<file path="config.mk">
export PLATFORM = sky130hd
export DESIGN_NAME = drd_core
export DESIGN_NICKNAME = d
export VERILOG_FILES = /design/src/common/drd_pkg.sv /design/src/logic/drd_core.sv
export SDC_FILE = /design/constraint.sdc
export NUM_CORES = 1
export LEC_CHECK = 0
export BUFFER_PORTS_ARGS = -buffer_cell sky130_fd_sc_hd__buf_2
export CAP_MARGIN = 15
export CORE_MARGIN = 4
export CORE_UTILIZATION = 57
export CTS_BUF_LIST = sky130_fd_sc_hd__clkbuf_4
export CTS_CLUSTER_DIAMETER = 60
export CTS_CLUSTER_SIZE = 24
export DETAILED_ROUTE_END_ITERATION = 6
export PLACE_DENSITY = 0.94
export SLEW_MARGIN = 20
export SYNTH_ARGS = -nofsm -noshare
export SYNTH_HDL_FRONTEND = slang
export SYNTH_SLANG_ARGS = --single-unit
</file>
<file path="constraint.sdc">
create_clock -name clk -period 5.5 [get_ports clk]
set_input_delay 0.275 -clock clk [delete_from_list [all_inputs] [get_ports clk]]
set_output_delay 0.275 -clock clk [all_outputs]
set_load 0.05 [all_outputs]
</file>
<file path="src/common/drd_pkg.sv">
// Shared constants and carrier types for the director read and dispatch block.
package drd_pkg;

   // ------------------------------------------------------------------
   // Clock and read timing
   // ------------------------------------------------------------------
   localparam int CLK_PERIOD_NS = 20;
   localparam int RT10_NS       = 10;
   localparam int RT100_NS      = 100;
   localparam int RT130_NS      = 130;
   localparam int RT190_NS      = 190;
   localparam int RT230_NS      = 230;
   localparam int RT240_NS      = 240;
   localparam int RT300_NS      = 300;
   localparam int RT10_CYC  = (RT10_NS + CLK_PERIOD_NS - 1) / CLK_PERIOD_NS;
   localparam int RT100_CYC = (RT100_NS + CLK_PERIOD_NS - 1) / CLK_PERIOD_NS;
   localparam int RT130_CYC = (RT130_NS + CLK_PERIOD_NS - 1) / CLK_PERIOD_NS;
   localparam int RT190_CYC = (RT190_NS + CLK_PERIOD_NS - 1) / CLK_PERIOD_NS;
   localparam int RT230_CYC = (RT230_NS + CLK_PERIOD_NS - 1) / CLK_PERIOD_NS;
   localparam int RT240_CYC = (RT240_NS + CLK_PERIOD_NS - 1) / CLK_PERIOD_NS;
   localparam int RT300_CYC = (RT300_NS + CLK_PERIOD_NS - 1) / CLK_PERIOD_NS;
   localparam int CNT_W     = 4;
   localparam logic [CNT_W-1:0] RT10_C  = CNT_W'(RT10_CYC);
   localparam logic [CNT_W-1:0] RT100_C = CNT_W'(RT100_CYC);
   localparam logic [CNT_W-1:0] RT130_C = CNT_W'(RT130_CYC);
   localparam logic [CNT_W-1:0] RT190_C = CNT_W'(RT190_CYC);
   localparam logic [CNT_W-1:0] RT230_C = CNT_W'(RT230_CYC);
   localparam logic [CNT_W-1:0] RT240_C = CNT_W'(RT240_CYC);
   localparam logic [CNT_W-1:0] RT300_C = CNT_W'(RT300_CYC);

   // ------------------------------------------------------------------
   // Director buffer and director format
   // ------------------------------------------------------------------
   localparam int PTR_W    = 4;
   localparam int DIR_W    = 32;
   localparam int CLASS_HI = 7;
   localparam int CLASS_LO = 6;
   localparam logic [1:0] CLASS_TERM = 2'h0;
   localparam logic [1:0] CLASS_DATA = 2'h1;
   localparam logic [1:0] CLASS_SUPP = 2'h2;
   localparam logic [1:0] CLASS_ADDR = 2'h3;

   // ------------------------------------------------------------------
   // Host function and register map
   // ------------------------------------------------------------------
   localparam logic [15:0] FN_EXEC_DIRECTORS = 16'h0022;
   localparam logic [7:0]  FN_CHANNEL        = 8'h08;
   localparam int FN_CODE_LO = 0;
   localparam int FN_CH_LO   = 16;
   localparam logic [3:0] REG_FUNC   = 4'h0;
   localparam logic [3:0] REG_STATUS = 4'h4;
   localparam logic [3:0] REG_DIROUT = 4'h8;
   localparam logic [3:0] REG_PTRS   = 4'hc;
   localparam logic [31:0] RD_UNMAPPED = 32'h0000_0000;

   // ------------------------------------------------------------------
   // Carriers
   // ------------------------------------------------------------------
   typedef struct packed {
      logic        read;
      logic        write;
      logic [3:0]  address;
      logic [31:0] writedata;
   } drd_avs_req_t;

   typedef struct packed {
      logic active;       // Write timing chain owns the director bus.
      logic t10;          // Write time 10 pulse.
      logic t50;          // Write time 50 pulse.
      logic inc_point;    // Point where the input address may advance.
      logic lower;        // Current write chain carries the lower half.
      logic req_upper;    // Request for the upper word of a director.
      logic req_next;     // Request for the next director.
      logic term_decode;  // Look-ahead decode sees a terminate director.
   } drd_wt_t;

endpackage

</file>
<file path="src/logic/drd_core.sv">
// Director buffer read timing, terminate loading and director dispatch.
`timescale 1ns/1ps
`default_nettype none

module drd_core
   import drd_pkg::*;
(
   input  wire logic             clk,
   input  wire logic             reset,
   input  wire drd_avs_req_t     avs_req,
   output logic [31:0]           avs_readdata,
   output logic                  avs_waitrequest,
   input  wire drd_wt_t          wt,
   input  wire logic [DIR_W-1:0] dir_bus,
   input  wire logic             support_complete,
   input  wire logic             data_complete,
   output logic                  read_gate_enable,
   output logic                  start_execution_pulse,
   output logic                  write_timing_enable,
   output logic                  buffer_input_increment,
   output logic                  buffer_output_increment,
   output logic                  output_register_strobe,
   output logic                  output_address_hold_strobe,
   output logic                  data_execute_pulse,
   output logic                  support_execute_pulse,
   output logic                  support_clear_pulse,
   output logic                  data_on,
   output logic                  terminate_flag,
   output logic                  decode_enable,
   output logic                  address_director_flag,
   output logic [PTR_W-1:0]      buffer_write_address,
   output logic [PTR_W-1:0]      buffer_read_address,
   output logic [DIR_W-1:0]      director_out
);

   // ------------------------------------------------------------------
   // State
   // ------------------------------------------------------------------
   typedef struct packed {
      logic [31:0]      rdata;
      logic             wait_req;
      logic             gate_en;
      logic             start_p;
      logic             start_d;
      logic             wt_en;
      logic             inhibit_w;
      logic             rd_init;
      logic             run;
      logic [CNT_W-1:0] cnt;
      logic             sup_req;
      logic             dat_req;
      logic [PTR_W-1:0] in_ptr;
      logic [PTR_W-1:0] out_ptr;
      logic [PTR_W-1:0] hold_ptr;
      logic             empty;
      logic [DIR_W-1:0] out_reg;
      logic             sup_dec;
      logic             dat_dec;
      logic             addr_dec;
      logic             sup_ready;
      logic             addr_ff;
      logic             sup_ctl;
      logic             dat_ctl;
      logic             sup_wait;
      logic             dat_pend;
      logic             term_ff;
      logic             dec_en;
      logic             in_inc_p;
      logic             out_inc_p;
      logic             sopd_p;
      logic             hold_p;
      logic             dat_exec_p;
      logic             sup_exec_p;
      logic             sup_clr_p;
      logic             dat_on_p;
   } drd_state_t;

   drd_state_t state_ff;
   drd_state_t nxt_state;

   // ------------------------------------------------------------------
   // Next state
   // ------------------------------------------------------------------
   always_comb begin
      logic             tick;
      logic             go;
      logic             at10;
      logic             at100;
      logic             at130;
      logic             at190;
      logic             at240;
      logic             at300;
      logic             acc;
      logic             fn_hit;
      logic             in_inc;
      logic             exec_sup;
      logic             exec_dat;
      logic [1:0]       cls;
      logic [31:0]      rd_word;
      tick     = 1'b0;
      go       = 1'b0;
      at10     = 1'b0;
      at100    = 1'b0;
      at130    = 1'b0;
      at190    = 1'b0;
      at240    = 1'b0;
      at300    = 1'b0;
      acc      = 1'b0;
      fn_hit   = 1'b0;
      in_inc   = 1'b0;
      exec_sup = 1'b0;
      exec_dat = 1'b0;
      cls      = dir_bus[CLASS_HI:CLASS_LO];
      rd_word  = RD_UNMAPPED;
      nxt_state = state_ff;

      // Every pulse output lasts exactly one cycle.
      nxt_state.start_p    = 1'b0;
      nxt_state.in_inc_p   = 1'b0;
      nxt_state.out_inc_p  = 1'b0;
      nxt_state.sopd_p     = 1'b0;
      nxt_state.hold_p     = 1'b0;
      nxt_state.dat_exec_p = 1'b0;
      nxt_state.sup_exec_p = 1'b0;
      nxt_state.sup_clr_p  = 1'b0;
      nxt_state.dat_on_p   = 1'b0;
      nxt_state.start_d    = state_ff.start_p;

      // ---------------------------------------------------------------
      // Avalon slave: one wait state, then the answer for one cycle.
      // ---------------------------------------------------------------
      acc = (avs_req.read | avs_req.write) & ~state_ff.wait_req;
      if ((avs_req.read | avs_req.write) & state_ff.wait_req) begin
         nxt_state.wait_req = 1'b0;
      end else begin
         nxt_state.wait_req = 1'b1;
      end
      case (avs_req.address)
         REG_FUNC, REG_STATUS: begin
            rd_word = {17'h0_0000,
                       state_ff.dat_pend, state_ff.sup_wait,
                       state_ff.addr_ff, state_ff.rd_init,
                       state_ff.inhibit_w, state_ff.dat_req,
                       state_ff.sup_req, state_ff.sup_ready,
                       state_ff.dat_ctl, state_ff.sup_ctl,
                       state_ff.dec_en, state_ff.term_ff,
                       state_ff.run, state_ff.empty, state_ff.gate_en};
         end
         REG_DIROUT: begin
            rd_word = state_ff.out_reg;
         end
         REG_PTRS: begin
            rd_word = {20'h0_0000, state_ff.hold_ptr,
                       state_ff.out_ptr, state_ff.in_ptr};
         end
         default: begin
            rd_word = RD_UNMAPPED;
         end
      endcase
      if (avs_req.read & state_ff.wait_req) begin
         nxt_state.rdata = rd_word;
      end
      fn_hit = acc & avs_req.write & (avs_req.address == REG_FUNC)
             & (avs_req.writedata[FN_CODE_LO +: 16] == FN_EXEC_DIRECTORS)
             & (avs_req.writedata[FN_CH_LO +: 8] == FN_CHANNEL);

      // ---------------------------------------------------------------
      // Execute-directors function
      // ---------------------------------------------------------------
      if (fn_hit) begin
         nxt_state.gate_en = 1'b1;
         nxt_state.start_p = 1'b1;
         nxt_state.sup_req = 1'b1;
         nxt_state.sup_ctl = 1'b1;
         nxt_state.dat_ctl = 1'b1;
      end
      if (state_ff.start_d & ~state_ff.empty & ~wt.active) begin
         nxt_state.rd_init = 1'b1;
      end

      // ---------------------------------------------------------------
      // Terminate director loading
      // ---------------------------------------------------------------
      if (wt.t10) begin
         nxt_state.term_ff = 1'b0;
      end
      if (wt.t50 & wt.term_decode & state_ff.dec_en) begin
         nxt_state.term_ff = 1'b1;
      end
      // A set terminate flag freezes decode enable, so the next director's
      // upper half is still decoded after a 16-bit terminate.
      if (~state_ff.term_ff) begin
         if (wt.req_next) begin
            nxt_state.dec_en = 1'b1;
         end else if (wt.req_upper) begin
            nxt_state.dec_en = 1'b0;
         end
      end
      in_inc = wt.inc_point & (wt.lower | state_ff.term_ff);
      nxt_state.in_inc_p = in_inc;
      nxt_state.in_ptr   = state_ff.in_ptr + PTR_W'(in_inc);
      if (in_inc) begin
         nxt_state.empty = 1'b0;
      end

      // ---------------------------------------------------------------
      // Read timing chain
      // ---------------------------------------------------------------
      // Write timing holds the counter; the bus is shared with loading.
      tick = state_ff.run & ~wt.active;
      at10  = tick & (state_ff.cnt == RT10_C);
      at100 = tick & (state_ff.cnt == RT100_C);
      at130 = tick & (state_ff.cnt == RT130_C);
      at190 = tick & (state_ff.cnt == RT190_C);
      at240 = tick & (state_ff.cnt == RT240_C);
      at300 = tick & (state_ff.cnt == RT300_C);
      // A director still waiting for its unit keeps the next one unread,
      // so its decode flags cannot be overwritten.
      go = state_ff.rd_init & state_ff.gate_en
         & (state_ff.sup_req | state_ff.dat_req)
         & ~state_ff.run & ~wt.active & ~state_ff.empty
         & ~state_ff.sup_ready & ~state_ff.dat_pend;
      if (go) begin
         nxt_state.run       = 1'b1;
         nxt_state.cnt       = '0;
         nxt_state.wt_en     = 1'b0;
         nxt_state.inhibit_w = 1'b1;
      end else if (tick) begin
         nxt_state.cnt = state_ff.cnt + CNT_W'(1);
      end
      if (at10) begin
         nxt_state.out_inc_p = 1'b1;
         nxt_state.out_ptr   = state_ff.out_ptr + PTR_W'(1);
         nxt_state.sup_req   = fn_hit;
         nxt_state.dat_req   = 1'b0;
      end
      if (at100) begin
         nxt_state.rd_init   = 1'b0;
         nxt_state.sopd_p    = 1'b1;
         nxt_state.out_reg   = dir_bus;
         nxt_state.inhibit_w = 1'b0;
         nxt_state.wt_en     = 1'b1;
         nxt_state.sup_dec   = (cls == CLASS_SUPP) | (cls == CLASS_ADDR);
         nxt_state.addr_dec  = (cls == CLASS_ADDR);
         nxt_state.dat_dec   = (cls == CLASS_DATA);
         // A function arriving in the same cycle keeps the gate open.
         if ((cls == CLASS_TERM) & ~fn_hit) begin
            nxt_state.gate_en = 1'b0;
         end
      end
      if (at130) begin
         nxt_state.empty    = (nxt_state.in_ptr == state_ff.out_ptr);
         nxt_state.hold_p   = 1'b1;
         nxt_state.hold_ptr = state_ff.out_ptr;
      end
      if (at190) begin
         nxt_state.sup_ready = state_ff.sup_dec;
         if (state_ff.addr_dec) begin
            nxt_state.addr_ff = 1'b1;
         end
      end
      if (at300) begin
         nxt_state.run = 1'b0;
      end

      // ---------------------------------------------------------------
      // Data director dispatch
      // ---------------------------------------------------------------
      exec_dat = state_ff.dat_dec
               & ((at240 & state_ff.dat_ctl)
                 | (state_ff.dat_pend & state_ff.dat_ctl));
      if (at240 & state_ff.dat_dec & ~state_ff.dat_ctl) begin
         nxt_state.dat_pend = 1'b1;
      end
      if (exec_dat) begin
         nxt_state.dat_exec_p = 1'b1;
         nxt_state.dat_on_p   = state_ff.dat_pend;
         nxt_state.dat_pend   = 1'b0;
         nxt_state.dat_dec    = 1'b0;
         nxt_state.dat_ctl    = 1'b0;
         nxt_state.dat_req    = 1'b1;
         nxt_state.rd_init    = 1'b1;
      end
      // Completion is a set and outranks the clear from an execute.
      if (data_complete) begin
         nxt_state.dat_ctl = 1'b1;
      end

      // ---------------------------------------------------------------
      // Support director dispatch
      // ---------------------------------------------------------------
      exec_sup = state_ff.sup_ready & state_ff.sup_ctl
               & (at300 | state_ff.sup_wait);
      if (at300 & state_ff.sup_ready & ~state_ff.sup_ctl) begin
         nxt_state.sup_wait = 1'b1;
      end
      if (exec_sup) begin
         nxt_state.sup_exec_p = 1'b1;
         nxt_state.sup_wait   = 1'b0;
         nxt_state.sup_ctl    = 1'b0;
         nxt_state.sup_ready  = 1'b0;
         nxt_state.sup_req    = 1'b1;
         nxt_state.rd_init    = 1'b1;
      end
      if (support_complete) begin
         nxt_state.sup_ctl = 1'b1;
         if (~state_ff.sup_ready) begin
            nxt_state.sup_clr_p = 1'b1;
         end
      end
   end

   // ------------------------------------------------------------------
   // State register
   // ------------------------------------------------------------------
   always_ff @(posedge clk or posedge reset) begin
      if (reset) begin
         state_ff          <= '0;
         state_ff.wait_req <= 1'b1;
         state_ff.wt_en    <= 1'b1;
         state_ff.empty    <= 1'b1;
         state_ff.dec_en   <= 1'b1;
      end else begin
         state_ff <= nxt_state;
      end
   end

   assign avs_readdata               = state_ff.rdata;
   assign avs_waitrequest            = state_ff.wait_req;
   assign read_gate_enable           = state_ff.gate_en;
   assign start_execution_pulse      = state_ff.start_p;
   assign write_timing_enable        = state_ff.wt_en;
   assign buffer_input_increment     = state_ff.in_inc_p;
   assign buffer_output_increment    = state_ff.out_inc_p;
   assign output_register_strobe     = state_ff.sopd_p;
   assign output_address_hold_strobe = state_ff.hold_p;
   assign data_execute_pulse         = state_ff.dat_exec_p;
   assign support_execute_pulse      = state_ff.sup_exec_p;
   assign support_clear_pulse        = state_ff.sup_clr_p;
   assign data_on                    = state_ff.dat_on_p;
   assign terminate_flag             = state_ff.term_ff;
   assign decode_enable              = state_ff.dec_en;
   assign address_director_flag      = state_ff.addr_ff;
   assign buffer_write_address       = state_ff.in_ptr;
   assign buffer_read_address        = state_ff.hold_ptr;
   assign director_out               = state_ff.out_reg;

endmodule // drd_core

`default_nettype wire

</file>
== Word level (Yosys, flattened, before mapping) ==
Index checks and enable logic that the tools add are counted.

* Reduce and logical (&&, ||, !) cells: 20
* Multiplexer cells: 46
* Bitwise logic cells: 52
* Equal/unequal tests: 15
* $add $sub $neg: 3

{| class="wikitable"
|+ Operators with widths
! cell !! count
|-
| $pmux 32 s3 || 1
|-
| $and 1x1->1 || 36
|-
| $mux 1 || 36
|-
| $reduce_bool 2->1 || 11
|-
| $eq 4x4->1 const B || 5
|-
| $eq 16x6->1 const B || 1
|-
| $eq 4x3->1 const B || 3
|-
| $mux 2 || 6
|-
| $not 1->1 || 10
|-
| $reduce_bool 3->1 || 3
|-
| $add 4x1->4 const B || 2
|-
| $eq 8x4->1 const B || 1
|-
| $mux 4 || 2
|-
| $or 1x1->1 || 6
|-
| $add 4x1->4 || 1
|-
| $eq 2x2->1 const B || 2
|-
| $eq 4x1->1 const B || 1
|-
| $eq 4x4->1 || 1
|-
| $logic_not 4->1 || 1
|-
| $reduce_and 2->1 || 2
|-
| $reduce_bool 4->1 || 1
|-
| $mux 3 || 1
|-
| $eq 2x1->1 const B || 1
|-
| $logic_not 2->1 || 1
|-
| $reduce_or 2->1 || 1
|}

* Bits in registers: 110
* Output and inout bits: 87
* Logic and storage cells: 172

== Depth between registers and ports, before layout ==
* Depth after elaboration: 11
* Gate-level depth with buffers: 8

== Least setup slack after synthesis ==
Ideal clock, no wire load.

* Path kind: reg2reg
* Start point: reg state_ff (netlist bit terminate_flag)
* End point: reg state_ff[51] (netlist name)
* Stages on the path, launching flop included: 7
* Library setup time: 0.096 ns
* Buffers on the path: 0
* Data required time: 5.404 ns
* Path slack: 3.739 ns
* Period minus slack after synthesis: 1.761 ns
* Arrival time: 1.665 ns
* Cell sequence: dfrtp_1 o21a_1 ha_1 nand3_1 xnor2_1 xor2_1 o32ai_1

{| class="wikitable"
|+ RTL lines
! item !! RTL line !! text
|-
| from (decl) || drd_core.sv:78 || <nowiki>drd_state_t state_ff;</nowiki>
|-
| from (signal assigned) || drd_core.sv:324 || <nowiki>state_ff <= nxt_state;</nowiki>
|}

== Final worst setup path ==
* Start point: reg state_ff[70] (netlist name)
* End point: reg state_ff[18] (netlist name)

* Cells in the longest elaborated chain, start to end: 2

{| class="wikitable"
|+ Ends and longest elaborated chain
! item !! RTL line !! text
|-
| $and 1x1->1 || drd_core.sv:210 || <nowiki>tick = state_ff.run & ~wt.active;</nowiki>
|-
| $and 1x1->1 || drd_core.sv:212 || <nowiki>at100 = tick & (state_ff.cnt == RT100_C);</nowiki>
|}

Every way passes these cells.
A chain may end at the register's enable or synchronous reset.

==> reports/results.md <==
| Item | Value | Unit |
| --- | --- | --- |
| Outcome | finished, violations left | - |
| Failing checks | DRC | - |
| Static power due to leakage | 0.00319 | µW |
| Crit path cell chain | nand2b_1, or3_4, clkinv_2, nand2_1, nand2_1 | - |
| Fmax | 408 | MHz |
| Number of hold violations in the final report | 0 | - |
| Post-synthesis register bit count | 110 | - |
| Routed vias | 4,172 | - |
| Area Growth Syn to Fin | 16.0 | % |
| Switching power total | 1250 | µW |
| HPWL reported at the end of detailed placement | 9.01 | mm |
| Largest net degree at the start of global routing | 71 | - |
| Post-layout min period | 2450 | ps |
| Most used DFF post-synth | sky130_fd_sc_hd__dfrtp_1 | - |
| Mean instance size in the synthesized netlist | 9.94 | µm² |
| Final-layout setup total negative slack | 0 | ps |
| Final standard cell utilization of the core | 0.681 | - |
| Number of nets in the synthesized netlist | 607 | - |
| Relative contribution of sequential cells to total power | 0.444 | - |
| DR iter-0 viols | 299 | - |
| Avg Vias per Cell | 5.58 | - |
| Simple-gate area share of the yosys netlist | 0.182 | - |
| Wire length of the first global-routing pass | 21.0 | mm |
| Mux contribution to synthesized area | 0.0126 | - |
| Crit path max-delay family | simple AND/OR/NAND/NOR gates | - |
| CTS tree | done | - |
| Initial antenna violation count | 0 | - |
| Chip width | 103 | µm |
| Post-synth cell types | 47 | - |
| Clock transition at the registers of the reported paths | 180 | ps |
| Number of port buffers | 160 | - |
| Number of standard cells in the layout, taps in and fillers out | 748 | - |
| Buffers from clock root to sink, at most | 2 | - |
| Global routing usage summed across all routing layers | 0.260 | - |
| Layout Nets | 724 | - |
| Design internal power | 1470 | µW |
| Worst EP required | 5860 | ps |
| Synth Area in Compound Gates | 0.0892 | - |
| Crit-path most repeated cell | sky130_fd_sc_hd__nand2_1 | - |
| Depth of the CTS H-tree | 3 | - |
| Gates resized, CTS repair | 0 | - |
| Unrepaired setup endpoints after global routing | no | - |
| Final Setup Violations | 0 | - |
| Global route overflow | 0 | - |
| Number of iterations in the first detailed-routing pass | 7 | - |
| Part of the Yosys area used for sequential elements | 0.536 | - |
| Number of antenna-violating nets in the routed design | 0 | - |
| Layout cells sized above 1 | 0.311 | - |
| Category of the critical setup timing path | flip-flop to flip-flop | - |
| Count of maximum capacitance violations | 0 | - |
| Worst supply voltage drop on vdd | 0.257 | mV |
| Post-route DRC | 10 | - |
| Bufs and invs on worst path | 1 | - |
| Die area | 0.0106 | mm² |
| Max Clock Skew | 28.7 | ps |
| Share of synthesized registers carrying an async set or reset | 1.00 | - |
| Most common library cell in the layout ignoring fill and taps | sky130_fd_sc_hd__nand2_1 | - |
| Yosys top cell area share | 0.515 | - |
| Xor-xnor portion of the synthesized cell area | 0.0236 | - |
| Drt wl/cell | 18.4 | µm |
| Data arrival time of the critical path | 2800 | ps |
| Number of sinks driven by the clock tree | 110 | - |
| Largest family of logic cells by synthesized area | simple AND/OR/NAND/NOR gates | - |
| Root Buffer Master | sky130_fd_sc_hd__clkbuf_4 | - |
| Final Cycle Share | 0.445 | - |
| Number of buffers created by CTS | 9 | - |
| Effective utilization at floorplan | 0.587 | - |
| Last weighted congestion value of the routability-driven placer | 0.816 | - |
| Hold_buf cts | 33 | - |
| Worst min path class | input port to flip-flop | - |
| Placed Cells incl. Taps | 697 | - |
| Adder and majority cell fraction of the synthesized area | 0.0170 | - |
| Power per unit of standard cell area | 454 | mW/mm² |
| Proportion of total power due to net switching | 0.460 | - |
| ANT cells | 0 | - |
| Logic pwr share | 0.385 | - |
| Worst stage delay on the critical path | 610 | ps |
| Biggest area consumer among synthesized cells | sky130_fd_sc_hd__dfrtp_1 | - |
| Top post-synthesis cells by area | sky130_fd_sc_hd__dfrtp_1 52%, sky130_fd_sc_hd__nand2_1 12%, sky130_fd_sc_hd__buf_4 11% | - |
| Critical path fanouts, max | 38 | - |
| # IOs | 169 | - |
| Final wirelength | 13.7 | mm |
| Max-slew violation count | 0 | - |
| Launching element type of the critical path | flip-flop | - |
| Part of the total power dissipated in the clock network | 0.172 | - |
| Worst-Skew Late Latency | 470 | ps |
| YS warnings | 0 | - |
| Most frequent cells in the layout | 161 x sky130_fd_sc_hd__nand2_1, 160 x sky130_fd_sc_hd__buf_2, 106 x sky130_fd_sc_hd__dfrtp_1 | - |
| Netlist Area Pre-Place | 0.00515 | mm² |
| Chip Height | 103 | µm |
| Vias in the first global route | 4,215 | - |
| Master of the slowest instance on the critical path | sky130_fd_sc_hd__clkinv_2 | - |
| Placeable core region | 0.00876 | mm² |
| Syn Inst Count | 518 | - |
| Standard-cell rows | 34 | - |
| Tightest slew margin relative to the limit | 0.422 | - |
| Count of flip-flops with a built-in enable after synthesis | 0 | - |
| Sort of element at the end of the critical path | flip-flop | - |
| Post-CTS Setup Repair Bufs | 0 | - |
| Slew @ Worst Pin | 866 | ps |
==> sequential cells by signal (all words and copies together) (netlist names), 4 cells and up <==
register	count
avs_readdata	32
buffer_read_address	4
buffer_write_address	4
director_out	32
state_ff	23
==> metrics by stage <==
step	instance area (µm²)	total power [µW]	setup WS (ps)	hold slack, ps
floorplan	5150	2120	2330	338
global placement	5450	2180	3230	331
detailed placement	5450	2230	3160	335
CTS	5940	2700	3140	0.672
global route	5970	2840	2900	4.00
finish	5970	2710	3050	16.7
==> power groups by stage <==
stage	logic [µW]	clock network (µW)	registers [µW]
2_1_floorplan	927	0	1200
3_3_place_gp	985	0	1200
3_5_place_dp	1020	0	1210
4_1_cts	1040	470	1190
5_1_grt	1120	500	1230
6_report	1040	466	1200
==> final timing paths <==
path                                            start               end  slack [ps]  cells after the start
worst max-delay path                     state_ff[70]      state_ff[18]        3050                      5
worst min-delay path                            wt[1]     decode_enable          20                      2
worst max register to register           state_ff[70]      state_ff[18]        3050                      5
worst min register to register  start_execution_pulse      state_ff[74]         400                      0
max in group asynchronous                       reset  director_out[31]        3860                      4
min in group asynchronous                       reset  avs_readdata[28]         370                      3
==> Yosys cell counts, types with 2 or more instances <==
library cell,n
sky130_fd_sc_hd__inv_1,9
sky130_fd_sc_hd__buf_2,2
sky130_fd_sc_hd__dfrtp_1,106
sky130_fd_sc_hd__nor2_1,14
sky130_fd_sc_hd__xor2_1,4
sky130_fd_sc_hd__nor4_4,2
sky130_fd_sc_hd__clkbuf_1,9
sky130_fd_sc_hd__nand2b_1,3
sky130_fd_sc_hd__xnor2_1,8
sky130_fd_sc_hd__nand4_1,2
sky130_fd_sc_hd__and3_1,4
sky130_fd_sc_hd__o21bai_1,2
sky130_fd_sc_hd__nor4b_1,2
sky130_fd_sc_hd__o21ai_0,35
sky130_fd_sc_hd__mux2i_1,2
sky130_fd_sc_hd__a22oi_1,3
sky130_fd_sc_hd__dfstp_2,4
sky130_fd_sc_hd__nor3_1,3
sky130_fd_sc_hd__a222oi_1,12
sky130_fd_sc_hd__buf_4,75
sky130_fd_sc_hd__nand3_1,6
sky130_fd_sc_hd__o211ai_1,3
sky130_fd_sc_hd__mux2_2,4
sky130_fd_sc_hd__ha_1,7
sky130_fd_sc_hd__nor4_1,3
sky130_fd_sc_hd__a21o_1,3
sky130_fd_sc_hd__buf_6,6
sky130_fd_sc_hd__nand2_1,161
sky130_fd_sc_hd__a21oi_1,6
==> layer usage <==
layer	share of wire	up-vias	track usage
li1	-	1880	-
met1	0.36	2014	0.304
met2	0.51	222	0.438
met3	0.086	56	0.0724
met4	0.040	0	0.131
met5	0	-	0
==> cell families after synthesis <==
logic type,after synthesis
and+or+nand+nor,209
DFF,110
buffers and inverters,103
AOI/OAI and AO/OA,70
xor gates and xnor gates,13
adders and majority gates,7
muxes,6
==> area by class of cell <==
| type | instances | area (µm²) |
|---|---|---|
| sequential | 110 | 2760 |
| timing repair buffer | 198 | 1170 |
| tap | 108 | 135 |
| clock inverter | 6 | 91.3 |
| inverter | 11 | 50.0 |
| clock buffer | 10 | 75.1 |
| multi-input combinational | 305 | 1690 |
| fill | 594 | 2790 |
No activity file was read; power rests on OpenSTA's default activity.
